File: config.mk
export PLATFORM = sky130hd
export DESIGN_NAME = rhl_radio_end_flat
export DESIGN_NICKNAME = d
export VERILOG_FILES = /design/src/rtl/rhl_pkg.sv /design/src/rtl/rhl_link_if.sv /design/src/rtl/rhl_sync2.sv /design/src/rtl/rhl_radio_end.sv /design/src/flat_wrapper.sv
export VERILOG_INCLUDE_DIRS = /design/src /design/src/rtl
export SDC_FILE = /design/constraint.sdc
export NUM_CORES = 1
export LEC_CHECK = 0
export BUFFER_PORTS_ARGS = -buffer_cell sky130_fd_sc_hd__buf_2
export CORE_UTILIZATION = 50
export CTS_BUF_LIST = sky130_fd_sc_hd__clkbuf_8 sky130_fd_sc_hd__clkbuf_16
export DETAILED_ROUTE_END_ITERATION = 12
export PLACE_DENSITY = 0.74
export SLEW_MARGIN = 20
export SYNTH_ARGS = -nofsm -noshare
export SYNTH_HDL_FRONTEND = slang
export SYNTH_HIERARCHICAL = 1
export SYNTH_SLANG_ARGS = --single-unit
File: constraint.sdc
create_clock -name sys_clk_i -period 1.6 [get_ports sys_clk_i]
set_clock_uncertainty 0.05 [all_clocks]
set_input_delay 0.16 -clock sys_clk_i [delete_from_list [all_inputs] [get_ports sys_clk_i]]
set_output_delay 0.16 -clock sys_clk_i [all_outputs]
set_load 0.01 [all_outputs]
File: src/rtl/rhl_defines.svh
/*
 Shared constants for the radio host link: timing counts, frame size, reset
 levels of the host control outputs.
 Assumes a 10 MHz system clock on both ends.
*/
`ifndef RHL_DEFINES_SVH
`define RHL_DEFINES_SVH

// ==========================================================
// Clock rates
`define RHL_SYS_CLK_HZ 10000000
`define RHL_SYS_CLK_NS 100
`define RHL_SLOW_CLK_HZ 32768
// Slow clock half period in system cycles
`define RHL_SLOW_HALF_CYC (`RHL_SYS_CLK_HZ / (2 * `RHL_SLOW_CLK_HZ))

// ==========================================================
// Serial link timing
`define RHL_SCK_HALF_NS 400
`define RHL_SCK_HALF_CYC (`RHL_SCK_HALF_NS / `RHL_SYS_CLK_NS)
`define RHL_FRAME_BITS 8

// ==========================================================
// Radio clock output half periods, scaled to the system clock
`define RHL_CLKO_HALF_16M 1
`define RHL_CLKO_HALF_8M 2
`define RHL_CLKO_HALF_4M 4

// ==========================================================
// Reset levels of host controls
`define RHL_PWR_RST 1'h0
`define RHL_BB_RST_N_RST 1'h0
`define RHL_CE_RST 1'h0
`define RHL_SEL_N_RST 1'h1
`define RHL_SCK_IDLE 1'h1

`endif

File: src/rtl/rhl_pkg.sv
/*
 Types for the radio host link.
 Assumes rhl_defines.svh for all numeric constants.
*/
package rhl_pkg;
   // ==========================================================
   // Types
   typedef logic [7:0] rhl_byte_t;
   typedef logic [3:0] rhl_bitcnt_t;
   // Radio clock output rate; code 2'h3 is illegal
   typedef enum logic [1:0] {
      rhl_clko_16m = 2'h0,
      rhl_clko_8m = 2'h1,
      rhl_clko_4m = 2'h2
   } rhl_clko_sel_t;
   // Host serial master states, Gray along the byte path
   typedef enum logic [1:0] {
      rhl_h_idle = 2'h0,
      rhl_h_lead = 2'h1,
      rhl_h_low = 2'h3,
      rhl_h_high = 2'h2
   } rhl_host_state_t;
endpackage : rhl_pkg

File: src/rtl/rhl_link_if.sv
/*
 Wires between the host controller and the radio unit.
 Assumes each end drives only the signals of its own modport.
*/
`timescale 1ns/1ns
interface rhl_link_if;
   logic radio_power_enable;
   logic radio_baseband_rst_n;
   logic radio_chip_enable;
   logic radio_link_select_n;
   logic buck_converter_bypass;
   logic slow_clock_external_select;
   logic radio_serial_clock_in;
   logic radio_serial_in;
   logic radio_serial_out;
   logic radio_irq_out;
   logic radio_slow_clock_in;

   // Host end drives controls, clock and its data line
   modport host (
      output radio_power_enable,
      output radio_baseband_rst_n,
      output radio_chip_enable,
      output radio_link_select_n,
      output buck_converter_bypass,
      output slow_clock_external_select,
      output radio_serial_clock_in,
      output radio_serial_in,
      output radio_slow_clock_in,
      input radio_serial_out,
      input radio_irq_out
   );
   // Radio end answers with data and interrupt status
   modport radio (
      input radio_power_enable,
      input radio_baseband_rst_n,
      input radio_chip_enable,
      input radio_link_select_n,
      input buck_converter_bypass,
      input slow_clock_external_select,
      input radio_serial_clock_in,
      input radio_serial_in,
      input radio_slow_clock_in,
      output radio_serial_out,
      output radio_irq_out
   );
endinterface : rhl_link_if

File: src/rtl/rhl_sync2.sv
/*
 Two flip-flop synchroniser for a group of level signals.
 Assumes each bit is independent; no word coherence.
*/
`timescale 1ns/1ns
module rhl_sync2 #(
   parameter int WIDTH = 1
) (
   // Clock and reset
   input wire logic sys_clk_i,
   input wire logic rst_n_i,
   // Data
   input wire logic [WIDTH-1:0] d_i,
   output logic [WIDTH-1:0] q_o
);
   logic [WIDTH-1:0] meta_r;

   // First stage feeds only the second
   always_ff @(posedge sys_clk_i or negedge rst_n_i) begin
      if (!rst_n_i) begin
         meta_r <= '0;
         q_o <= '0;
      end else begin
         meta_r <= d_i;
         q_o <= meta_r;
      end
   end
endmodule : rhl_sync2

File: src/rtl/rhl_radio_end.sv
/*
 Radio unit end of the host link: power, reset and enable gating, serial
 slave, interrupt status output, slow clock source and clock output.
 Assumes every link input is asynchronous to sys_clk_i and that the host
 keeps the serial clock half period at four system cycles or more.
*/
`timescale 1ns/1ns
`include "rhl_defines.svh"

// Behaviour
// - Baseband held in reset while reset low
// - Unit enabled only while chip enable high
// - Host sources the dedicated serial clock
// - Full duplex: each side drives other's input
// - Serial accepted only while select is low
// - Buck converter used while bypass is low
// - Slow clock internal when low, pin when high
// - Interrupt status presented on interrupt output
// - Nothing works while power enable low
// - Host raises power enable from low
// - Host feeds slow clock when pin selected
// - Clock output selectable 16, 8, 4 MHz; divider gives 5, 2.5, 1.25 MHz from the 10 MHz system clock
// - Host master, 8-bit frames, MSB first
module rhl_radio_end (
   // Clock and reset
   input wire logic sys_clk_i,
   input wire logic rst_n_i,
   // Link toward host
   rhl_link_if.radio link,
   // Reply data from radio core
   input wire rhl_pkg::rhl_byte_t tx_data_i,
   input wire logic tx_load_i,
   // Interrupt sources
   input wire logic irq_src_i,
   input wire logic irq_clr_i,
   // Clock output rate
   input wire rhl_pkg::rhl_clko_sel_t clko_sel_i,
   // Received data
   output rhl_pkg::rhl_byte_t rx_data_o,
   output logic rx_valid_o,
   // Status
   output logic irq_pend_o,
   output logic powered_o,
   output logic active_o,
   output logic buck_in_use_o,
   output logic slow_ext_o,
   output logic slow_tick_o,
   output logic clk_out_o
);
   import rhl_pkg::*;

   // ==========================================================
   // Input synchronisation
   logic [8:0] raw_in;
   logic [8:0] syn_in;
   logic s_pe;
   logic s_rst_n;
   logic s_ce;
   logic s_sel_n;
   logic s_bypass;
   logic s_ext;
   logic s_sck;
   logic s_mosi;
   logic s_slow;

   // All link inputs as one group
   assign raw_in = {link.radio_power_enable, link.radio_baseband_rst_n,
                    link.radio_chip_enable, link.radio_link_select_n,
                    link.buck_converter_bypass,
                    link.slow_clock_external_select,
                    link.radio_serial_clock_in, link.radio_serial_in,
                    link.radio_slow_clock_in};

   rhl_sync2 #(
      .WIDTH(9)
   ) u_sync (
      .sys_clk_i(sys_clk_i),
      .rst_n_i(rst_n_i),
      .d_i(raw_in),
      .q_o(syn_in)
   );

   // Named views of the synchronised group
   assign {s_pe, s_rst_n, s_ce, s_sel_n, s_bypass, s_ext, s_sck, s_mosi,
           s_slow} = syn_in;

   // ==========================================================
   // Power, reset and enable gating
   logic run;
   logic en;
   logic link_on;

   assign run = s_pe & s_rst_n;
   assign en = run & s_ce;
   assign link_on = en & ~s_sel_n;

   // ==========================================================
   // Edge detection on synchronised levels
   logic sck_d_r;
   logic slow_d_r;
   logic on_d_r;
   logic sck_rise;
   logic sck_fall;

   // Previous samples of clocks and link state
   always_ff @(posedge sys_clk_i or negedge rst_n_i) begin
      if (!rst_n_i) begin
         sck_d_r <= `RHL_SCK_IDLE;
         slow_d_r <= 1'h0;
         on_d_r <= 1'h0;
      end else begin
         sck_d_r <= s_sck;
         slow_d_r <= s_slow;
         on_d_r <= link_on;
      end
   end

   assign sck_rise = s_sck & ~sck_d_r;
   assign sck_fall = ~s_sck & sck_d_r;

   // ==========================================================
   // Serial slave
   rhl_byte_t tx_hold_r;
   rhl_byte_t tx_sh_r;
   rhl_byte_t rx_sh_r;
   rhl_bitcnt_t bit_cnt_r;
   logic miso_r;

   // Reply byte staging, lost when the baseband is reset
   always_ff @(posedge sys_clk_i or negedge rst_n_i) begin
      if (!rst_n_i) begin
         tx_hold_r <= 8'h00;
      end else if (!run) begin
         tx_hold_r <= 8'h00;
      end else if (tx_load_i) begin
         tx_hold_r <= tx_data_i;
      end
   end

   // Shift in on rising, out on falling, MSB first
   always_ff @(posedge sys_clk_i or negedge rst_n_i) begin
      if (!rst_n_i) begin
         tx_sh_r <= 8'h00;
         rx_sh_r <= 8'h00;
         bit_cnt_r <= 4'h0;
         miso_r <= 1'h0;
         rx_data_o <= 8'h00;
         rx_valid_o <= 1'h0;
      end else begin
         rx_valid_o <= 1'h0;
         if (!link_on) begin
            bit_cnt_r <= 4'h0;
            tx_sh_r <= tx_hold_r;
            miso_r <= 1'h0;
            if (!run) begin
               rx_data_o <= 8'h00;
            end
         end else if (!on_d_r) begin
            tx_sh_r <= tx_hold_r;
            miso_r <= tx_hold_r[7];
            bit_cnt_r <= 4'h0;
         end else if (sck_rise) begin
            rx_sh_r <= {rx_sh_r[6:0], s_mosi};
            if (bit_cnt_r == 4'(`RHL_FRAME_BITS - 1)) begin
               rx_data_o <= {rx_sh_r[6:0], s_mosi};
               rx_valid_o <= 1'h1;
               tx_sh_r <= tx_hold_r;
               bit_cnt_r <= 4'h0;
            end else begin
               bit_cnt_r <= bit_cnt_r + 4'h1;
            end
         end else if (sck_fall) begin
            if (bit_cnt_r == 4'h0) begin
               miso_r <= tx_sh_r[7];
            end else begin
               tx_sh_r <= {tx_sh_r[6:0], 1'h0};
               miso_r <= tx_sh_r[6];
            end
         end
      end
   end

   assign link.radio_serial_out = miso_r;

   // ==========================================================
   // Interrupt status
   logic irq_out_r;

   // Sticky pending flag, a new source beats a clear
   always_ff @(posedge sys_clk_i or negedge rst_n_i) begin
      if (!rst_n_i) begin
         irq_pend_o <= 1'h0;
      end else if (!run) begin
         irq_pend_o <= 1'h0;
      end else if (irq_src_i) begin
         irq_pend_o <= 1'h1;
      end else if (irq_clr_i) begin
         irq_pend_o <= 1'h0;
      end
   end

   // Pending status shown while the unit is enabled
   always_ff @(posedge sys_clk_i or negedge rst_n_i) begin
      if (!rst_n_i) begin
         irq_out_r <= 1'h0;
      end else begin
         irq_out_r <= irq_pend_o & en;
      end
   end

   assign link.radio_irq_out = irq_out_r;

   // ==========================================================
   // Slow clock source
   logic [7:0] osc_cnt_r;
   logic osc_r;

   // On-chip slow oscillator model, runs while powered and the internal source is chosen
   always_ff @(posedge sys_clk_i or negedge rst_n_i) begin
      if (!rst_n_i) begin
         osc_cnt_r <= 8'h00;
         osc_r <= 1'h0;
      end else if (!s_pe || s_ext) begin
         osc_cnt_r <= 8'h00;
         osc_r <= 1'h0;
      end else if (osc_cnt_r == 8'(`RHL_SLOW_HALF_CYC - 1)) begin
         osc_cnt_r <= 8'h00;
         osc_r <= ~osc_r;
      end else begin
         osc_cnt_r <= osc_cnt_r + 8'h01;
      end
   end

   // One tick per rising edge of the chosen source
   always_ff @(posedge sys_clk_i or negedge rst_n_i) begin
      if (!rst_n_i) begin
         slow_tick_o <= 1'h0;
      end else if (!s_pe) begin
         slow_tick_o <= 1'h0;
      end else if (s_ext) begin
         slow_tick_o <= s_slow & ~slow_d_r;
      end else begin
         slow_tick_o <= (osc_cnt_r == 8'(`RHL_SLOW_HALF_CYC - 1)) & ~osc_r;
      end
   end

   // ==========================================================
   // Clock output divider
   logic [2:0] clko_cnt_r;
   logic [2:0] clko_half;

   // Half period for the selected rate
   always_comb begin
      unique case (clko_sel_i)
         rhl_clko_16m: clko_half = 3'(`RHL_CLKO_HALF_16M);
         rhl_clko_8m: clko_half = 3'(`RHL_CLKO_HALF_8M);
         rhl_clko_4m: clko_half = 3'(`RHL_CLKO_HALF_4M);
         default: clko_half = 3'h0;
      endcase
   end

   // Toggle on half period, stopped when disabled or code illegal
   always_ff @(posedge sys_clk_i or negedge rst_n_i) begin
      if (!rst_n_i) begin
         clko_cnt_r <= 3'h0;
         clk_out_o <= 1'h0;
      end else if (!en || clko_half == 3'h0) begin
         clko_cnt_r <= 3'h0;
         clk_out_o <= 1'h0;
      end else if (clko_cnt_r == clko_half - 3'h1) begin
         clko_cnt_r <= 3'h0;
         clk_out_o <= ~clk_out_o;
      end else begin
         clko_cnt_r <= clko_cnt_r + 3'h1;
      end
   end

   // ==========================================================
   // Status levels
   always_ff @(posedge sys_clk_i or negedge rst_n_i) begin
      if (!rst_n_i) begin
         powered_o <= 1'h0;
         active_o <= 1'h0;
         buck_in_use_o <= 1'h0;
         slow_ext_o <= 1'h0;
      end else begin
         powered_o <= s_pe;
         active_o <= en;
         buck_in_use_o <= s_pe & ~s_bypass;
         slow_ext_o <= s_pe & s_ext;
      end
   end
endmodule : rhl_radio_end

File: src/flat_wrapper.sv
// flat-port wrapper written by rule: the top's interface ports become plain ports
module rhl_radio_end_flat import rhl_pkg::*;
  (sys_clk_i, rst_n_i, tx_data_i, tx_load_i, irq_src_i, irq_clr_i, clko_sel_i, rx_data_o, rx_valid_o, irq_pend_o, powered_o, active_o, buck_in_use_o, slow_ext_o, slow_tick_o, clk_out_o, link_radio_power_enable, link_radio_baseband_rst_n, link_radio_chip_enable, link_radio_link_select_n, link_buck_converter_bypass, link_slow_clock_external_select, link_radio_serial_clock_in, link_radio_serial_in, link_radio_slow_clock_in, link_radio_serial_out, link_radio_irq_out);
  rhl_link_if link_i ();
  input wire logic sys_clk_i;
  input wire logic rst_n_i;
  input wire rhl_pkg::rhl_byte_t tx_data_i;
  input wire logic tx_load_i;
  input wire logic irq_src_i;
  input wire logic irq_clr_i;
  input wire rhl_pkg::rhl_clko_sel_t clko_sel_i;
  output rhl_pkg::rhl_byte_t rx_data_o;
  output logic rx_valid_o;
  output logic irq_pend_o;
  output logic powered_o;
  output logic active_o;
  output logic buck_in_use_o;
  output logic slow_ext_o;
  output logic slow_tick_o;
  output logic clk_out_o;
  input wire logic [$bits(link_i.radio_power_enable)-1:0] link_radio_power_enable;
  input wire logic [$bits(link_i.radio_baseband_rst_n)-1:0] link_radio_baseband_rst_n;
  input wire logic [$bits(link_i.radio_chip_enable)-1:0] link_radio_chip_enable;
  input wire logic [$bits(link_i.radio_link_select_n)-1:0] link_radio_link_select_n;
  input wire logic [$bits(link_i.buck_converter_bypass)-1:0] link_buck_converter_bypass;
  input wire logic [$bits(link_i.slow_clock_external_select)-1:0] link_slow_clock_external_select;
  input wire logic [$bits(link_i.radio_serial_clock_in)-1:0] link_radio_serial_clock_in;
  input wire logic [$bits(link_i.radio_serial_in)-1:0] link_radio_serial_in;
  input wire logic [$bits(link_i.radio_slow_clock_in)-1:0] link_radio_slow_clock_in;
  output wire logic [$bits(link_i.radio_serial_out)-1:0] link_radio_serial_out;
  output wire logic [$bits(link_i.radio_irq_out)-1:0] link_radio_irq_out;
  assign link_i.radio_power_enable = link_radio_power_enable;
  assign link_i.radio_baseband_rst_n = link_radio_baseband_rst_n;
  assign link_i.radio_chip_enable = link_radio_chip_enable;
  assign link_i.radio_link_select_n = link_radio_link_select_n;
  assign link_i.buck_converter_bypass = link_buck_converter_bypass;
  assign link_i.slow_clock_external_select = link_slow_clock_external_select;
  assign link_i.radio_serial_clock_in = link_radio_serial_clock_in;
  assign link_i.radio_serial_in = link_radio_serial_in;
  assign link_i.radio_slow_clock_in = link_radio_slow_clock_in;
  assign link_radio_serial_out = link_i.radio_serial_out;
  assign link_radio_irq_out = link_i.radio_irq_out;
  rhl_radio_end u_core (.sys_clk_i(sys_clk_i), .rst_n_i(rst_n_i), .link(link_i), .tx_data_i(tx_data_i), .tx_load_i(tx_load_i), .irq_src_i(irq_src_i), .irq_clr_i(irq_clr_i), .clko_sel_i(clko_sel_i), .rx_data_o(rx_data_o), .rx_valid_o(rx_valid_o), .irq_pend_o(irq_pend_o), .powered_o(powered_o), .active_o(active_o), .buck_in_use_o(buck_in_use_o), .slow_ext_o(slow_ext_o), .slow_tick_o(slow_tick_o), .clk_out_o(clk_out_o));
endmodule
# Word-level counts from Yosys, hierarchy flattened
# Cells that the tools add are included.
[op_classes]
addsub = 4
bitwise = 17
n_mux = 40
eq_ne = 17
n_reduce_logical = 13
[ops]
columns = ["op", "n"]
rows = [
  ["$mux 8", 15],
  ["$mux 1", 18],
  ["$mux 4", 4],
  ["$ne 3x3->1 const B", 4],
  ["$ne 4x4->1 const B", 3],
  ["$and 1x1->1", 10],
  ["$ne 2x2->1 const B", 5],
  ["$pmux 3 s3", 1],
  ["$add 8x1->8 const B", 1],
  ["$eq 8x8->1 const B", 1],
  ["$not 1->1", 7],
  ["$mux 3", 2],
  ["$reduce_and 3->1", 2],
  ["$add 4x1->4 const B", 1],
  ["$eq 4x3->1 const B", 1],
  ["$logic_not 4->1", 1],
  ["$reduce_and 4->1", 1],
  ["$reduce_bool 2->1", 2],
  ["$add 3x1->3 const B", 1],
  ["$eq 3x3->1", 1],
  ["$logic_not 3->1", 1],
  ["$sub 3x1->3 const B", 1],
  ["$eq 2x1->1 const B", 1],
  ["$eq 2x2->1 const B", 1],
  ["4 further kinds", 6],
]
[totals]
wordCells = 114
inputBits = 24
output_inout_bits = 18
ff_bits = 78

# Logic depth before layout (Yosys ltp)
[depth]
depth_word = 6
depth_mapped = 7
mapped_depth_nobuf = 6

# Cells and area by module
# The synthesis kept the hierarchy.
[modules_own_cells]
columns = ["module", "seq_area_each_um2", "area_per_inst_um2", "cells_per_inst", "instances"]
rows = [
  ["rhl_radio_end", 1502.7, 2592.5, 226, 1],
  ["rhl_sync2", 450.4, 450.4, 18, 1],
]

# Worst setup path after synthesis
# OpenSTA, ideal clock, no wires.
[synth_path]
path_kind = "register to register"
startpoint = "register u_core.sck_d_r"
endpoint = "register u_core.tx_sh_r[0]"
arrival_time_ns = 1.464
setup_ns = 0.122
required_time_ns = 1.428
path_buffers = 1
path_slack_ns = -0.036
synth_period_minus_slack_ns = 1.636
stages_incl_launch_ff = 7
cell_sequence = "dfstp_2 inv_1 ha_1 buf_4 a21boi_0 o21bai_2 a32o_1"
[synth_via]
elab_chain_len = 5
elab_cells_between_ends = 10
classes_between = "3 x eq/ne; 3 x mux; 3 x bitwise; 1 x reduce/logical"
[synth_lines]
columns = ["element", "line", "text"]
rows = [
  ["start: declaration", "rhl_radio_end.sv:99", "logic sck_d_r;"],
  ["start signal: assignment", "rhl_radio_end.sv:108", "sck_d_r <= `RHL_SCK_IDLE;"],
  ["start signal: assignment", "rhl_radio_end.sv:112", "sck_d_r <= s_sck;"],
  ["$not 1->1", "rhl_radio_end.sv:118", "assign sck_rise = s_sck & ~sck_d_r;"],
  ["$and 1x1->1", "rhl_radio_end.sv:118", ""],
  ["$mux 8", "rhl_radio_end.sv:162", "end else if (sck_rise) begin"],
  ["$mux 8", "rhl_radio_end.sv:158", "end else if (!on_d_r) begin"],
  ["$mux 8", "rhl_radio_end.sv:151", "if (!link_on) begin"],
  ["end signal: assignment", "rhl_radio_end.sv:153", "tx_sh_r <= tx_hold_r;"],
  ["end signal: assignment", "rhl_radio_end.sv:159", "tx_sh_r <= tx_hold_r;"],
  ["end signal: assignment", "rhl_radio_end.sv:167", "tx_sh_r <= tx_hold_r;"],
  ["end: declaration", "rhl_radio_end.sv:124", "rhl_byte_t tx_sh_r;"],
]
# Parallel ways exist; a longest one is shown, timed or not.
# A chain may end at the register's enable or synchronous reset.

# Final worst setup path
[layout_path]
startpoint = "register u_core.sck_d_r"
endpoint = "register u_core.tx_sh_r[6]"
# The elaborated chain is that of the path after synthesis.

==> results.json <==
{
  "outcome": "finished with violations",
  "slew_headroom_pct": 73.15,
  "dp_hpwl_mm": 3.479,
  "powerDensity_nw_per_um2": 970.1,
  "final_nets": 346,
  "slew_viol_final": 0,
  "synthArstFlopShare_pct": 100.0,
  "worst_pin_slew_ns": 0.4028,
  "fp.dieH_um": 80.01,
  "synth-edff-count": 0,
  "clock_latency_ns": 0.34,
  "post-place-cells": 366,
  "drtIter0Drc": 90,
  "portBuffers": 41,
  "synthFlopType": "dfrtp_1",
  "violations": "design-rule violations",
  "yosysSeqAreaShare_pct": 64.19,
  "crit_fanout": 7,
  "rows": 28,
  "area_growth_pct": 25.99,
  "grt_first_pass_wirelength_mm": 9.052,
  "totalWireLength_mm": 5.580,
  "critical_path.startpoint_type": "register",
  "hold_viol_final": 0,
  "leakage_nw": 1.916,
  "coreArea_um2": 5886,
  "postRouteAntennaNets": 0,
  "grt.overflow.total": 0,
  "maxCapViolCount": 0,
  "syn_nets": 274,
  "clock_path_buffers": 2,
  "cts_tree": "built",
  "final.setup.tns_ns": 0,
  "initial_core_util_pct": 51.70,
  "clkSinkCount": 78,
  "pin_count": 42,
  "vias": 2020,
  "grt_setup_unrepaired": "true",
  "diodes": 0,
  "finalSetupViolCount": 0,
  "regArea_um2": 1953,
  "drive_gt1_share_pct": 29.91,
  "grt_max_degree": 79,
  "synthCells": 244,
  "syn_area_per_cell_um2": 12.47,
  "fin_crit_ns": 1.579,
  "hp-class": "in2reg",
  "clkTransAtPathRegs_ns": 0.08,
  "grt_pass1_vias": 1968,
  "numCtsBuffers": 9,
  "routedWlPerCell_um": 14.09,
  "crit_arrival_ns": 1.75,
  "ys_ff_latch": 78,
  "fmax_ghz": 0.6334,
  "drc": 1,
  "peakVddDrop_mv": 0.7827,
  "die_area_um2": 6402,
  "fin_util_pct": 65.14,
  "endpoint_kind": "register",
  "rrSetupSlack_ns": 0.02,
  "multi_input_area_um2": 1104,
  "dr.pass1.iters": 8,
  "via_per_inst": 5.101,
  "grtUsageTotal_pct": 19.22,
  "antenna_found_initial": 0,
  "fill_cells": 445,
  "cts_max_level": 3,
  "finalHoldWorstSlack_ns": 0.01401,
  "fin_crit_sh_pct": 98.67,
  "crit_required_ns": 1.77,
  "die_w_um": 80.01,
  "final_cells": 396,
  "cts_root_buf": "clkbuf_8",
  "syn_area_um2": 3043,
  "gp_congestion": 0.8044,
  "yosysUniqueCellTypes": 43,
  "path_class": "reg2reg",
  "synth_warnings": 6
}
-- layer usage --
metal | track usage, % | up-vias | part of all wire (%)
met5 | 0 | - | 0
met4 | 9.643 | 0 | 2.2
met3 | 4.229 | 11 | 3.3
met2 | 30.00 | 35 | 47
met1 | 25.34 | 980 | 47
li1 | - | 994 | -
-- worst max-delay path: stages (launching register included) --
cell and delay (ns):
dfstp_2 0.53, buf_4 0.11, ha_4 0.20, nor2_2 0.11, nand4b_1 0.12, buf_6 0.16, o22ai_1 0.12, a21oi_1 0.06
-- area by class of cell --
type / instances / share of cell area [%]
Multi-Input combinational cell: 150 / 28.79
Clock inverter: 6 / 1.632
Sequential cell: 78 / 50.95
Tap cell: 75 / 2.448
Clock buffer: 10 / 3.590
Timing Repair Buffer: 65 / 11.42
Inverter: 12 / 1.175
-- what timing repair did --
item	CTS	global route
setup endpoints to repair	21	24
buffers inserted	0	2
endpoints found under the hold margin	88	0
pin swaps	1	2
hold buffers	12	0
gates resized for setup	2	15
-- kinds of logic (layout without fill, tap and decap cells) --
kind of cell / Yosys count / in the layout / share of synthesized area, %
buffers and inverters: 16 / 93 / 2.179
XOR/XNOR: 10 / 10 / 2.878
adder cells (fa/ha/maj): 6 / 6 / 2.467
AND/OR/NAND/NOR: 74 / 74 / 12.83
AO/OA/AOI/OAI: 43 / 43 / 9.581
multiplexers: 17 / 17 / 5.880
flip-flops: 78 / 78 / 64.19
-- power by group --
part	leakage (nW)	total, mW	switching [mW]	internal [mW]
sequential	1.03	2.05	0.0277	2.02
clock	0.0997	1.45	0.689	0.757
combinational	0.786	0.223	0.118	0.105
-- worst paths after layout --
check | from | to | cells after the start
worst max-delay path | u_core/sck_d_r | u_core/tx_sh_r[6] | 7
worst max register to register | u_core/sck_d_r | u_core/tx_sh_r[6] | 7
worst min register to register | u_core/u_sync/meta_r[8] | u_core/u_sync/q_o[8] | 0
worst min-delay path | tx_data_i[6] | u_core/tx_hold_r[6] | 3
min in group asynchronous | rst_n_i | u_core/clk_out_o | 3
max in group asynchronous | rst_n_i | u_core/sck_d_r | 3
-- cell usage in the layout, fill, tap and decap left out, drive strengths merged, types with 3 or more instances in the layout --
cell type,Yosys,routed
a21oi,15,15
a22o,8,8
and3,3,3
buf,3,53
clkbuf,1,10
dfrtp,77,77
dlygate4sd3,0,12
ha,6,6
inv,12,13
mux2,7,7
mux2i,10,10
nand2,7,7
nand2b,5,5
nand3,4,4
nand4b,4,4
nor2,34,34
nor3,4,4
nor3b,3,3
o21ai,4,4
o22ai,7,7
xnor2,4,4
xor2,6,6
-- state kept, by name, summed over array words and instances (netlist names), 3 cells and up --
| register | count |
|---|---|
| u_core/bit_cnt_r | 4 |
| u_core/u_sync/meta_r | 9 |
| u_core/rx_sh_r | 7 |
| u_core/rx_data_o | 8 |
| u_core/tx_hold_r | 8 |
| u_core/tx_sh_r | 8 |
| u_core/u_sync/q_o | 9 |
| u_core/osc_cnt_r | 8 |
| u_core/clko_cnt_r | 3 |
-- cell usage after synthesis (2+ instances only) --
cell | instances | area share [%]
inv_1 | 11 | 1.4
xor2_1 | 6 | 1.7
nor2b_1 | 2 | 0.41
and3_1 | 3 | 0.62
nor3_1 | 4 | 0.66
o22ai_1 | 7 | 1.4
dfrtp_1 | 77 | 63
nand4b_1 | 3 | 0.86
o21a_1 | 2 | 0.49
buf_2 | 2 | 0.33
nor2_1 | 32 | 3.9
mux2_2 | 7 | 2.6
a21oi_1 | 15 | 2.5
nand2b_1 | 5 | 1.0
mux2i_1 | 10 | 3.3
nor3b_1 | 2 | 0.49
nand3_1 | 4 | 0.66
and2_1 | 2 | 0.41
nand4_1 | 2 | 0.41
nor4_1 | 2 | 0.41
a22o_1 | 8 | 2.3
o21ai_0 | 4 | 0.66
xnor2_1 | 4 | 1.2
nand2_1 | 6 | 0.74
ha_1 | 6 | 2.5
-- per-stage QoR --
stage	power [mW]	setup WS, ns	area [um^2]
after floorplan	2.164	0.01778	3043
after global placement	2.267	0.01001	3411
after detailed placement	2.273	-0.06292	3411
after CTS	3.744	0.0004923	3744
after global routing	3.885	-0.06477	3834
final	3.719	0.02126	3834
Note: power is estimated with default switching activity, not from simulation.
